===== src/rtl/fes_pkg.sv =====
// constants, register map and types of the flash erase and error sequencer
// assumes a 100 MHz bus clock and an 8-bit register port
`default_nettype none
package fes_pkg;
    // clock and array geometry
    localparam int CLK_PERIOD_NS     = 10;
    localparam int ARRAY_ADDR_W      = 15;
    localparam int SECTOR_BYTES      = 512;
    localparam int SECTOR_LSB        = $clog2(SECTOR_BYTES);
    localparam int SECTOR_IDX_W      = ARRAY_ADDR_W - SECTOR_LSB;
    localparam int PULSES_PER_SECTOR = 16;
    localparam int PULSE_W           = $clog2(PULSES_PER_SECTOR + 1);
    // register offsets
    localparam logic [2:0] REG_CLKDIV = 3'h0;
    localparam logic [2:0] REG_CFG    = 3'h1;
    localparam logic [2:0] REG_SEC    = 3'h2;
    localparam logic [2:0] REG_PROT   = 3'h3;
    localparam logic [2:0] REG_STAT   = 3'h4;
    localparam logic [2:0] REG_CMD    = 3'h5;
    localparam logic [2:0] REG_PULSE  = 3'h6;
    // field positions
    localparam int STAT_CMD_BUFFER_EMPTY_FLAG_BIT = 7;
    localparam int STAT_CMD_COMPLETE_FLAG_BIT  = 6;
    localparam int STAT_PROTECTION_VIOLATION_FLAG_BIT = 5;
    localparam int STAT_ACCER_BIT = 4;
    localparam int CFG_CBEIE_BIT  = 7;
    localparam int CFG_CCIE_BIT   = 6;
    localparam int PROT_EN_BIT    = 7;
    // reset values
    localparam logic [7:0] CLKDIV_RESET = 8'h00;
    localparam logic [7:0] CFG_RESET    = 8'h00;
    localparam logic [7:0] PROT_RESET   = 8'h00;
    localparam logic [1:0] SEC_RESET    = 2'h0;
    localparam logic [1:0] SEC_UNSECURED = 2'h2;
    // command codes
    localparam logic [7:0] CMD_ERASE_VERIFY = 8'h05;
    localparam logic [7:0] CMD_PROGRAM      = 8'h20;
    localparam logic [7:0] CMD_BURST_PROG   = 8'h25;
    localparam logic [7:0] CMD_SECTOR_ERASE = 8'h40;
    localparam logic [7:0] CMD_MASS_ERASE   = 8'h41;
    localparam logic [7:0] CMD_SET_MARGIN   = 8'h75;
    // margin data and levels
    localparam logic [15:0] MDATA_NORMAL = 16'h0000;
    localparam logic [15:0] MDATA_ZERO   = 16'h0005;
    localparam logic [15:0] MDATA_ONE    = 16'h0024;
    localparam logic [1:0]  MARGIN_NORMAL = 2'h0;
    localparam logic [1:0]  MARGIN_ZERO   = 2'h1;
    localparam logic [1:0]  MARGIN_ONE    = 2'h2;
    // algorithm durations
    localparam int ERASE_PULSE_NS = 20000;
    localparam int MASS_ERASE_NS  = 100000;
    localparam int PROGRAM_NS     = 400;
    localparam int VERIFY_NS      = 1000;
    localparam int MARGIN_NS      = 100;
    localparam int ERASE_PULSE_CYCLES = ERASE_PULSE_NS / CLK_PERIOD_NS;
    localparam int MASS_ERASE_CYCLES  = MASS_ERASE_NS / CLK_PERIOD_NS;
    localparam int PROGRAM_CYCLES     = PROGRAM_NS / CLK_PERIOD_NS;
    localparam int VERIFY_CYCLES      = VERIFY_NS / CLK_PERIOD_NS;
    localparam int MARGIN_CYCLES      = MARGIN_NS / CLK_PERIOD_NS;
    // command write sequence
    typedef enum logic [1:0] {SEQ_IDLE, SEQ_ADDR, SEQ_CMD} fes_seq_type;
endpackage
`default_nettype wire


===== src/rtl/fes_sequencer.sv =====
// flash command sequencer: write sequence checks, erase and margin commands
// assumes mode inputs come from logic on mclk, array macro driven by outputs
//
// Behaviour
// - sector erase is 16 pulses on a 512-byte sector, each completing alone
// - command 0x40 sector erase, 0x41 mass erase, 0x75 set margin
// - sector erase takes latched address, ignores data, completion flag at end
// - mass erase ignores address and data, refused if any protection
// - erase of a protected sector sets protection flag, no start
// - margin only in special mode; data 0x0000, 0x0005, 0x0024 pick level
// - access error on array write before divider, byte, misaligned, other reg
// - access error on second array address or array write after command
// - after command only the launching status write is allowed
// - undefined command is access error unless address is protected
// - non-burst command while buffer empty and busy is access error
// - secured, non-secure or debug origin allows only verify or mass erase
// - writing zero to buffer-empty bit aborts with access error
// - register reads never error; array reads while busy flag invalid data
// - protection flag at command write for protected program, erase, bad code
// - wait mode lets active and buffered commands finish; wake request
// - stop while active aborts, drops high voltage, purges, sets both flags
// - leaving stop sets buffer-empty and never launches a buffered command
// - protection writable in debug; secured debug allows verify, mass only
// - command 0x05 erase verify and 0x20 program are decoded
`default_nettype none
module fes_sequencer #(
    parameter int MASS_CYCLES  = fes_pkg::MASS_ERASE_CYCLES,
    parameter int ERASE_CYCLES = fes_pkg::ERASE_PULSE_CYCLES,
    parameter int PROG_CYCLES  = fes_pkg::PROGRAM_CYCLES,
    parameter int VER_CYCLES   = fes_pkg::VERIFY_CYCLES,
    parameter int MARG_CYCLES  = fes_pkg::MARGIN_CYCLES,
    parameter int CNT_W        = 17
) (
    // clock and reset
    input  wire logic                              mclk,
    input  wire logic                              rst,
    // register port
    input  wire logic [2:0]                        regAddr,
    input  wire logic [7:0]                        regWdata,
    input  wire logic                              regWr,
    input  wire logic                              regRd,
    output logic      [7:0]                        regRdata,
    // array access
    input  wire logic                              arrayWr,
    input  wire logic                              arrayRd,
    input  wire logic                              arrayByte,
    input  wire logic [fes_pkg::ARRAY_ADDR_W-1:0]  arrayAddr,
    input  wire logic [15:0]                       arrayWdata,
    output logic                                   arrayRdInvalid,
    // chip modes
    input  wire logic                              waitMode,
    input  wire logic                              stopMode,
    input  wire logic                              bdmMode,
    input  wire logic                              specialMode,
    input  wire logic                              nonSecureFetch,
    input  wire logic [1:0]                        secByteIn,
    output logic                                   wakeReq,
    // array macro control
    output logic                                   hvOn,
    output logic      [7:0]                        opCode,
    output logic      [fes_pkg::ARRAY_ADDR_W-1:0]  opAddr,
    output logic      [15:0]                       opData,
    output logic      [1:0]                        marginLevel
);
    localparam int AW = fes_pkg::ARRAY_ADDR_W;

    function automatic logic isValidCmd(input logic [7:0] c);
        return c == fes_pkg::CMD_ERASE_VERIFY || c == fes_pkg::CMD_PROGRAM
            || c == fes_pkg::CMD_BURST_PROG || c == fes_pkg::CMD_SECTOR_ERASE
            || c == fes_pkg::CMD_MASS_ERASE || c == fes_pkg::CMD_SET_MARGIN;
    endfunction

    // sectors at or above the bound are protected while enabled
    function automatic logic isProtected(input logic [7:0] p,
                                         input logic [AW-1:0] a);
        return p[fes_pkg::PROT_EN_BIT]
            && a[AW-1:fes_pkg::SECTOR_LSB]
               >= p[fes_pkg::SECTOR_IDX_W-1:0];
    endfunction

    function automatic logic [CNT_W-1:0] opCycles(input logic [7:0] c);
        case (c)
            fes_pkg::CMD_SECTOR_ERASE: return CNT_W'(ERASE_CYCLES);
            fes_pkg::CMD_MASS_ERASE:   return CNT_W'(MASS_CYCLES);
            fes_pkg::CMD_ERASE_VERIFY: return CNT_W'(VER_CYCLES);
            fes_pkg::CMD_SET_MARGIN:   return CNT_W'(MARG_CYCLES);
            default:                   return CNT_W'(PROG_CYCLES);
        endcase
    endfunction

    fes_pkg::fes_seq_type seqState;
    fes_pkg::fes_seq_type next_seqState;
    logic [7:0]                  clkDiv;
    logic                        divLoaded;
    logic [7:0]                  cfgReg;
    logic [7:0]                  protReg;
    logic [1:0]                  secState;
    logic                        secCaptured;
    logic                        cmd_buffer_empty_flag;
    logic                        cmd_complete_flag;
    logic                        pvErr;
    logic                        access_error_flag;
    logic                        busy;
    logic                        pendValid;
    logic [CNT_W-1:0]            opCnt;
    logic [AW-1:0]               seqAddr;
    logic [15:0]                 seqData;
    logic [7:0]                  seqCmd;
    logic [fes_pkg::SECTOR_IDX_W-1:0] pulseSector;
    logic [fes_pkg::PULSE_W-1:0] pulseCount;

    // decode of the register port
    wire regWrStat  = regWr && regAddr == fes_pkg::REG_STAT;
    wire regWrCmd   = regWr && regAddr == fes_pkg::REG_CMD;
    wire inIdle     = seqState == fes_pkg::SEQ_IDLE;
    wire inAddr     = seqState == fes_pkg::SEQ_ADDR;
    wire inCmd      = seqState == fes_pkg::SEQ_CMD;
    wire secure     = secState != fes_pkg::SEC_UNSECURED;
    wire protEn     = protReg[fes_pkg::PROT_EN_BIT];
    wire launchBit  = regWdata[fes_pkg::STAT_CMD_BUFFER_EMPTY_FLAG_BIT];

    // new sequences wait for clear flags and a free buffer
    wire seqStartTry = inIdle && arrayWr && cmd_buffer_empty_flag && !access_error_flag && !pvErr
                       && !stopMode;
    wire badArrWr    = !divLoaded || arrayByte || arrayAddr[0];
    wire seqStart    = seqStartTry && !badArrWr;
    wire accIdle     = seqStartTry && badArrWr;
    wire accAddr     = inAddr && (arrayWr || (regWr && !regWrCmd));

    // command evaluation, protection outranks the access checks
    wire       cmdTry     = inAddr && regWrCmd && !arrayWr;
    wire [7:0] cmdCode    = regWdata;
    wire       protAddr   = isProtected(protReg, seqAddr);
    wire       cmdInvalid = !isValidCmd(cmdCode)
                            || (cmdCode == fes_pkg::CMD_SET_MARGIN
                                && !specialMode);
    wire pvCond = (protAddr && (cmdCode == fes_pkg::CMD_PROGRAM
                   || cmdCode == fes_pkg::CMD_BURST_PROG
                   || cmdCode == fes_pkg::CMD_SECTOR_ERASE
                   || !isValidCmd(cmdCode)))
                  || (cmdCode == fes_pkg::CMD_MASS_ERASE && protEn);
    wire secBlock = secure && (nonSecureFetch || bdmMode)
                    && cmdCode != fes_pkg::CMD_ERASE_VERIFY
                    && cmdCode != fes_pkg::CMD_MASS_ERASE;
    // only burst may queue behind a running command
    wire busyBlock = busy && cmd_buffer_empty_flag && cmdCode != fes_pkg::CMD_BURST_PROG;
    wire cmdPv     = cmdTry && pvCond;
    wire cmdAcc    = cmdTry && !pvCond
                     && (cmdInvalid || secBlock || busyBlock);
    wire cmdOk     = cmdTry && !pvCond && !cmdAcc;

    // only a launching status write after the command
    wire accCmd = inCmd && (arrayWr || (regWr && !(regWrStat && launchBit)));
    wire launch = inCmd && !arrayWr && regWrStat && launchBit && !stopMode;

    wire stopAbort   = stopMode && busy;
    wire opDone      = busy && opCnt == CNT_W'(1) && !stopMode;
    wire startNew    = launch && (!busy || opDone);
    wire queueLaunch = launch && busy && !opDone;
    wire takePending = opDone && pendValid;
    wire startOp     = startNew || takePending;
    wire accSet = stopAbort
                  || (!stopMode && (accIdle || accAddr || cmdAcc || accCmd));
    wire pvSet  = !stopMode && cmdPv;

    always_comb begin
        next_seqState = seqState;
        unique case (seqState)
            fes_pkg::SEQ_IDLE: begin
                // the array write opens a sequence
                if (seqStart)
                    next_seqState = fes_pkg::SEQ_ADDR;
            end
            fes_pkg::SEQ_ADDR: begin
                if (cmdOk)
                    next_seqState = fes_pkg::SEQ_CMD;
                else if (accAddr || cmdPv || cmdAcc)
                    next_seqState = fes_pkg::SEQ_IDLE;
            end
            fes_pkg::SEQ_CMD: begin
                if (accCmd || launch)
                    next_seqState = fes_pkg::SEQ_IDLE;
            end
        endcase
        if (stopMode)
            next_seqState = fes_pkg::SEQ_IDLE;
    end

    always_ff @(posedge mclk) begin
        if (rst)
            seqState <= fes_pkg::SEQ_IDLE;
        else
            seqState <= next_seqState;
    end

    // address and data latched, meaning chosen by the command
    always_ff @(posedge mclk) begin
        if (rst) begin
            seqAddr <= '0;
            seqData <= 16'h0000;
            seqCmd  <= 8'h00;
        end else begin
            if (seqStart) begin
                seqAddr <= arrayAddr;
                seqData <= arrayWdata;
            end
            if (cmdOk)
                seqCmd <= cmdCode;
        end
    end

    // buffer empty again on stop; a queued launch is purged
    always_ff @(posedge mclk) begin
        if (rst) begin
            cmd_buffer_empty_flag     <= 1'b1;
            pendValid <= 1'b0;
        end else if (stopMode) begin
            cmd_buffer_empty_flag     <= 1'b1;
            pendValid <= 1'b0;
        end else if (queueLaunch) begin
            cmd_buffer_empty_flag     <= 1'b0;
            pendValid <= 1'b1;
        end else if (takePending) begin
            cmd_buffer_empty_flag     <= 1'b1;
            pendValid <= 1'b0;
        end
    end

    // wait mode does not stall the engine
    always_ff @(posedge mclk) begin
        if (rst) begin
            busy  <= 1'b0;
            cmd_complete_flag  <= 1'b1;
            opCnt <= '0;
        end else if (stopMode) begin
            busy  <= 1'b0;
            cmd_complete_flag  <= cmd_complete_flag || busy;
            opCnt <= '0;
        end else if (startOp) begin
            busy  <= 1'b1;
            cmd_complete_flag  <= 1'b0;
            opCnt <= opCycles(seqCmd);
        end else if (busy) begin
            busy  <= !opDone;
            cmd_complete_flag  <= opDone;
            opCnt <= opCnt - CNT_W'(1);
        end
    end

    // high voltage follows the engine except for verify and margin, dropped at once by stop
    always_ff @(posedge mclk) begin
        if (rst) begin
            hvOn   <= 1'b0;
            opCode <= 8'h00;
            opAddr <= '0;
            opData <= 16'h0000;
        end else if (stopMode || (opDone && !startOp)) begin
            hvOn   <= 1'b0;
        end else if (startOp) begin
            hvOn   <= seqCmd != fes_pkg::CMD_ERASE_VERIFY
                      && seqCmd != fes_pkg::CMD_SET_MARGIN;
            opCode <= seqCmd;
            opAddr <= seqAddr;
            opData <= seqData;
        end
    end

    // one pulse counted per completed sector erase
    wire [fes_pkg::SECTOR_IDX_W-1:0] opSector =
        opAddr[AW-1:fes_pkg::SECTOR_LSB];
    wire pulseDone = opDone && opCode == fes_pkg::CMD_SECTOR_ERASE;
    wire pulseSat  = pulseCount == fes_pkg::PULSE_W'(fes_pkg::PULSES_PER_SECTOR);

    always_ff @(posedge mclk) begin
        if (rst) begin
            pulseSector <= '0;
            pulseCount  <= '0;
        end else if (pulseDone) begin
            pulseSector <= opSector;
            if (opSector != pulseSector || pulseCount == '0)
                pulseCount <= fes_pkg::PULSE_W'(1);
            else if (!pulseSat)
                pulseCount <= pulseCount + fes_pkg::PULSE_W'(1);
        end
    end

    // level applies to later reads; unknown data leaves it unchanged
    always_ff @(posedge mclk) begin
        if (rst)
            marginLevel <= fes_pkg::MARGIN_NORMAL;
        else if (opDone && opCode == fes_pkg::CMD_SET_MARGIN) begin
            if (opData == fes_pkg::MDATA_NORMAL)
                marginLevel <= fes_pkg::MARGIN_NORMAL;
            else if (opData == fes_pkg::MDATA_ZERO)
                marginLevel <= fes_pkg::MARGIN_ZERO;
            else if (opData == fes_pkg::MDATA_ONE)
                marginLevel <= fes_pkg::MARGIN_ONE;
        end
    end

    // set wins over the write-one clear
    always_ff @(posedge mclk) begin
        if (rst) begin
            access_error_flag <= 1'b0;
            pvErr  <= 1'b0;
        end else begin
            access_error_flag <= accSet || (access_error_flag
                      && !(regWrStat && regWdata[fes_pkg::STAT_ACCER_BIT]));
            pvErr  <= pvSet || (pvErr
                      && !(regWrStat && regWdata[fes_pkg::STAT_PROTECTION_VIOLATION_FLAG_BIT]));
        end
    end

    // security byte caught on the first edge after reset release
    always_ff @(posedge mclk) begin
        if (rst) begin
            secState    <= fes_pkg::SEC_RESET;
            secCaptured <= 1'b0;
        end else if (!secCaptured) begin
            secState    <= secByteIn;
            secCaptured <= 1'b1;
        end
    end

    // protection writable from debug or while unsecured
    always_ff @(posedge mclk) begin
        if (rst) begin
            clkDiv    <= fes_pkg::CLKDIV_RESET;
            divLoaded <= 1'b0;
            cfgReg    <= fes_pkg::CFG_RESET;
            protReg   <= fes_pkg::PROT_RESET;
        end else if (regWr) begin
            if (regAddr == fes_pkg::REG_CLKDIV) begin
                clkDiv    <= regWdata;
                divLoaded <= 1'b1;
            end
            if (regAddr == fes_pkg::REG_CFG)
                cfgReg <= regWdata;
            if (regAddr == fes_pkg::REG_PROT && (bdmMode || !secure))
                protReg <= regWdata;
        end
    end

    wire [7:0] statVal = {cmd_buffer_empty_flag, cmd_complete_flag, pvErr, access_error_flag, 4'h0};
    wire [7:0] rdMux =
        (regAddr == fes_pkg::REG_CLKDIV) ? clkDiv :
        (regAddr == fes_pkg::REG_CFG)    ? cfgReg :
        (regAddr == fes_pkg::REG_SEC)    ? {6'h00, secState} :
        (regAddr == fes_pkg::REG_PROT)   ? protReg :
        (regAddr == fes_pkg::REG_STAT)   ? statVal :
        (regAddr == fes_pkg::REG_CMD)    ? seqCmd :
        (regAddr == fes_pkg::REG_PULSE)  ? {3'h0, pulseCount} : 8'h00;

    always_ff @(posedge mclk) begin
        if (rst)
            regRdata <= 8'h00;
        else
            regRdata <= regRd ? rdMux : 8'h00;
    end

    // array data is not valid while an algorithm runs
    assign arrayRdInvalid = arrayRd && !cmd_complete_flag;
    // wake from wait on enabled flags
    assign wakeReq = waitMode
        && ((cfgReg[fes_pkg::CFG_CBEIE_BIT] && cmd_buffer_empty_flag)
            || (cfgReg[fes_pkg::CFG_CCIE_BIT] && cmd_complete_flag));
endmodule
`default_nettype wire


===== config.mk =====
export PLATFORM = sky130hd
export DESIGN_NAME = fes_sequencer
export DESIGN_NICKNAME = d
export VERILOG_FILES = /design/src/rtl/fes_pkg.sv /design/src/rtl/fes_sequencer.sv
export SDC_FILE = /design/constraint.sdc
export NUM_CORES = 1
export LEC_CHECK = 0
export ABC_CLOCK_PERIOD_IN_PS = 3600
export BUFFER_PORTS_ARGS = -buffer_cell sky130_fd_sc_hd__buf_2
export CAP_MARGIN = 5
export CELL_PAD_IN_SITES_DETAIL_PLACEMENT = 0
export CELL_PAD_IN_SITES_GLOBAL_PLACEMENT = 1
export CORE_MARGIN = 4
export CORE_UTILIZATION = 47
export CTS_BUF_LIST = sky130_fd_sc_hd__clkbuf_8
export CTS_CLUSTER_SIZE = 40
export DETAILED_ROUTE_END_ITERATION = 10
export GPL_ROUTABILITY_DRIVEN = 0
export HOLD_SLACK_MARGIN = 0.12
export PLACE_DENSITY = 0.88
export SYNTH_ARGS = -nofsm -noshare
export SYNTH_HDL_FRONTEND = slang
export SYNTH_SLANG_ARGS = --single-unit

===== constraint.sdc =====
create_clock -name mclk -period 3.6 [get_ports mclk]
set_input_delay 0.18 -clock mclk [delete_from_list [all_inputs] [get_ports mclk]]
set_output_delay 0.18 -clock mclk [all_outputs]
set_load 0.02 [all_outputs]

==> results of run 1 <==
==> power breakdown <==
group          leakage [nW]  switching (mW)  internal [mW]
logic                  1.86           0.112         0.0844
registers              1.23         0.00780           1.70
clock network         0.201           0.704          0.624
==> cell type report <==
| class | instances | area, sq um | share of cell area, % |
|---|---|---|---|
| Multi-Input combinational cell | 646 | 3680 | 43.5 |
| Sequential cell | 153 | 3060 | 36.2 |
| Clock inverter | 12 | 129 | 1.52 |
| Tap cell | 184 | 230 | 2.72 |
| Timing Repair Buffer | 154 | 991 | 11.7 |
| Clock buffer | 20 | 275 | 3.25 |
| Inverter | 24 | 90.1 | 1.06 |
==> cell families after synthesis <==
kind of cell	count (synthesis)	share of synthesized area, %
fa+ha+maj	13	2.28
xor+xnor	19	2.33
compound gates	210	17.9
buf+inv	83	5.50
simple gates	381	25.6
mux	23	3.42
flops	153	42.9
==> layer usage <==
metal	track usage (%)	part of all wire, %	routed length, um	vias to the layer above
met4	7.18	1.9	359	0
met3	5.31	5.6	1040	40
met5	0	0	0	-
li1	-	-	-	3287
met2	33.7	45	8360	165
met1	29.2	48	8870	2990
==> registers in the layout, summed over array words and instances, names as in the netlist, 15 cells and up <==
register	count
opAddr	15
seqAddr	15
opData	16
opCnt	17
seqData	16
==> placed cells by master, fill, tap and decap left out, types with 13 or more instances in the layout <==
cell and n:
a21oi_1 116, buf_2 106, clkbuf_8 20, dfxtp_1 153
dlygate4sd3_1 40, ha_1 13, inv_1 24, mux2i_1 21
nand2_1 198, nand3_1 20, nor2_1 59, nor2b_1 14
nor3_1 16, o21ai_0 27
==> per-stage QoR <==
stage / power, mW / instance area (sq um) / instances / hold WS [ns]
floorplan: 1.85 / 7140 / 882 / 0.278
global placement: 1.91 / 7660 / 1121 / 0.415
detailed placement: 1.91 / 7660 / 1121 / 0.420
CTS: 3.26 / 8460 / 1193 / 0.146
global route: 3.35 / 8460 / 1193 / 0.180
finish: 3.23 / 8460 / 1193 / 0.167
==> worst min-delay path by stage <==
stage,endpoint,slack [ns],depth (start not counted)
final,regRdata[4],0.17,2
after global routing,access_error_flag,0.18,3
after CTS,regRdata[4],0.15,2
after detailed placement,secState[1],0.42,3
after global placement,secState[1],0.41,3
after floorplan,secCaptured,0.28,1
==> metrics, run 1 <==
Worst R2R Start opCnt[2]; Worst setup SP type register; slowest stage cell, crit path or4_1; final design utilization 57.6%; Final period util 67.1%; hold_buf cts 40; antenna viol nets, final 0; Placeable Area 14700 sq um; Yosys reg bits 153; setup tns final 0 ns; Syn Inst Count 882; FP Rows 44; worst path bufs/invs 1; setup slack after layout 1.18 ns; clock skew 0.0177 ns; delay of the slowest cell on the worst path 0.70 ns; CP Cell Sequence or4_1, nor2_8, nand2_4, a21o_2, buf_4, nand2_1, a21oi_1; HP Start regAddr[2]; Worst Tran Pin Value 0.974 ns; ys flop type dfxtp_1; FMAX 414 MHz; Die Wd 131 um; fraction of layout cells with a size suffix above 1 16.9%; reg2reg setup slack 1.18 ns; largest net degree at the start of global routing 77; drt first pass iters 5; Lkg Pwr 3.30 nW; post-synthesis cell area 7140 sq um; antenna violations before repair 0; post-CTS setup buffer count 0; first-pass GRT wire length 30800 um; Max VDD drop 0.286 mV; DR vias 6482; routed length per instance 15.6 um; largest cells by area after synthesis dfxtp_1 43%, nand2_1 10%, a21oi_1 8.1%, nor2_1 3.2%, mux2i_1 2.9%; TritonCTS Buffers 17; syn_nets 951; most common cell in the synthesized netlist nand2_1; clk buf depth 2; vias in the first global route 6030; P per Cell Area 382 nW/um^2; port buffer count 107; Clk Latency, worst-skew pair 0.47 ns; CP top delay family simple AND/OR/NAND/NOR gates; Max-slew headroom 34.6%; final worst path period need 2.42 ns; CP Class reg2reg; Slew Limit Fails 0; Layout area overhead 18.6%; Num Clock Sinks 153; syn_area_per_cell 8.09 sq um; WL final 18600 um; dpl ws 1.14 ns; r2r endpoint opCode[5]; register area share after synthesis 42.9%; status complete, no violations; Die Y 131 um; top-area cell type share of the netlist area 42.9%; largest area contributor in the netlist dfxtp_1; DR DRC count 0; Final setup viols 0; Final nets 1065; critical path capture point opCode[5]; Starting Density 48.6%; post-DP HPWL 12700 um; Total GRT Usage 21.5%; HP Class in2reg; Yosys cell types 72; Post-CTS Resized 0; Reg2Reg Depth 7; Syn. warnings 0; RSZ-0062 raised after global routing false; Worst Setup SP opCnt[2]; Levels on crit path 7; Worst EP required 3.92 ns; top cells by count, synth 198 x nand2_1, 153 x dfxtp_1, 116 x a21oi_1; H-tree Lvls 4; Via density 5.43; GRT overflow 0; Root Driver clkbuf_8; crit path DAT 2.74 ns; FILL cells 1381; CTS tree done; FFs w/ async S/R, synth 0%; Initial DRC Count 577; number of enable flip-flop cells after synthesis 0; antenna diode count 0; Worst Setup End Kind register; Final Hold Vio Count 0; Clock transition at path regs 0.09 ns; CP Max Fanout 35; Die ar. 17200 sq um; I/O pin total 108; maxcap violations 0
No activity file was read; power rests on OpenSTA's default activity.
==> run 2, diff against run 1 <==
Settings changed: ABC_CLOCK_PERIOD_IN_PS 3600 to 2200, CORE_UTILIZATION 47 to 39, PLACE_DENSITY 0.88 to 0.78.
Clock period 3.6 ns to 2.2 ns, I/O delays scaled along.
==> run 2 against run 1 <==
Net effect: sequential share of layout area fell by 2.1 points; clock skew shrank 0.0026 ns; clock-buffer cell count fell by 2; clock power up 80%; utilization decreased by 7.6 points.
==> metrics, run 2 (synthesized netlist as in run 1, its figures left out) <==
TritonCTS Buffers 17; clk buf depth 2; P per Cell Area 618 nW/um^2; post-DP HPWL 14100 um; Worst R2R Start opCnt[6]; Worst Setup SP regWdata[1]; H-tree Lvls 4; port buffer count 107; most common cell after layout, fill and taps aside nand2_1; Initial DRC Count 419; CTS tree done; antenna violations before repair 0; Worst Tran Pin Value 1.04 ns; I/O pin total 108; routed length per instance 15.6 um; HP Start regRd; FP Rows 49; RSZ-0062 raised after global routing false; post-CTS setup buffer count 0; commonest non-fill, non-tap cells in the layout 198 x nand2_1, 153 x dfxtp_1, 116 x a21oi_1; Final nets 1109; Lkg Pwr 3.55 nW; non-filler cells in the finished layout 1281; antenna diode count 0; Final period util 96.2%; clock skew 0.0151 ns; Worst EP required 2.52 ns; status complete, no violations; DP Cell Count 1205; HP Class in2reg; final worst path period need 2.12 ns; Final setup viols 0; total power 5.55 mW; DR vias 6608; max reg flops 17; Int Power 4.22 mW; dpl ws 0.101 ns; Die ar. 20500 sq um; setup tns final 0 ns; largest registers opCnt: 17 flops, opData: 16 flops, seqData: 16 flops; maxcap violations 0; Starting Density 39.7%; setup slack after layout 0.0832 ns; Worst Setup End Kind register; antenna viol nets, final 0; Placeable Area 18000 sq um; crit path DAT 2.44 ns; Final Hold Vio Count 0; CP Class in2reg; share of power burned in registers 50.4%; first-pass GRT wire length 32700 um; Root Driver clkbuf_8; Clock transition at path regs 0.09 ns; Comb power frac 6.4%; WL final 20000 um; Die Wd 143 um; Clk Latency, worst-skew pair 0.45 ns; GRT overflow 0; CP Max Fanout 6; final design utilization 50.0%; Slew Limit Fails 0; drt first pass iters 5; Max-slew headroom 30.1%; DR DRC count 0; Clock Power Share 43.2%; Num Clock Sinks 153; Max VDD drop 0.417 mV; Worst setup SP type input pin; Die Y 143 um; NetSw 1.33 mW; fraction of power spent switching nets 23.9%; FILL cells 1772; Total GRT Usage 19.8%; vias in the first global route 6299; FMAX 472 MHz; fraction of layout cells with a size suffix above 1 20.2%; Via density 5.16; Reg with most FFs opCnt; Layout area overhead 25.7%; largest net degree at the start of global routing 59
-- run 2: cell count changes in the layout (fill, tap and decap cells not counted), sizes merged --
cell         delta
bufinv          +3
dlygate4sd3     +5
clkbuf          -2
inv             -2
buf            +39
-- run 2: cell type report --
cell class | instances | area, sq um | area share (%)
Multi-Input combinational cell | 646 | 3710 | 41.4
Sequential cell | 153 | 3060 | 34.1
Timing Repair Buffer | 198 | 1380 | 15.4
Tap cell | 229 | 287 | 3.19
Clock buffer | 18 | 248 | 2.76
Clock inverter | 13 | 191 | 2.13
Inverter | 24 | 90.1 | 1.00
-- run 2: repair_timing --
action / 4_1_cts / 5_1_grt
endpoints found under the hold margin: 64 / 0
endpoints found under the setup margin: 0 / 55
hold buffers: 45 / 0
resized for setup: 0 / 6
-- run 2: stage by stage --
step / instance area [sq um] / hold WS, ns
after global placement: 8060 / 0.345
after detailed placement: 8060 / 0.355
after CTS: 8950 / 0.144
after floorplan: 7140 / 0.208
final: 8970 / 0.162
after global routing: 8970 / 0.175
-- run 2: layer usage --
| metal | part of all wire [%] | vias to the layer above | wire (um) | global-route usage (%) |
|---|---|---|---|---|
| met5 | 0 | - | 0 | 0 |
| met4 | 1.1 | 0 | 218 | 5.25 |
| met3 | 5.3 | 15 | 1070 | 3.88 |
| met2 | 47 | 152 | 9470 | 33.1 |
| met1 | 46 | 3067 | 9260 | 26.4 |
| li1 | - | 3374 | - | - |
-- run 2: power groups by stage --
stage,combinational [mW],clock [mW],sequential (mW)
6_report,0.354,2.39,2.80
2_1_floorplan,0.157,0,2.87
4_1_cts,0.352,2.43,2.80
3_5_place_dp,0.291,0,2.86
3_3_place_gp,0.291,0,2.86
5_1_grt,0.390,2.54,2.80
-- run 2: final timing paths --
| kind | endpoint | slack [ns] | cells past startpoint |
|---|---|---|---|
| hold reg to reg | opAddr[4] | 0.45 | 2 |
| setup reg to reg | opCnt[7] | 0.18 | 7 |
| hold / removal | regRdata[5] | 0.16 | 5 |
| setup / recovery | seqCmd[5] | 0.08 | 8 |
-- run 2: worst max-delay path, cell delays in order --
cell and delay, ns:
dlygate4sd3_1 0.53, buf_2 0.17, nor2_1 0.20, nand4_1 0.18, o311a_1 0.33, or3_1 0.51
o31ai_1 0.29, a21oi_1 0.11
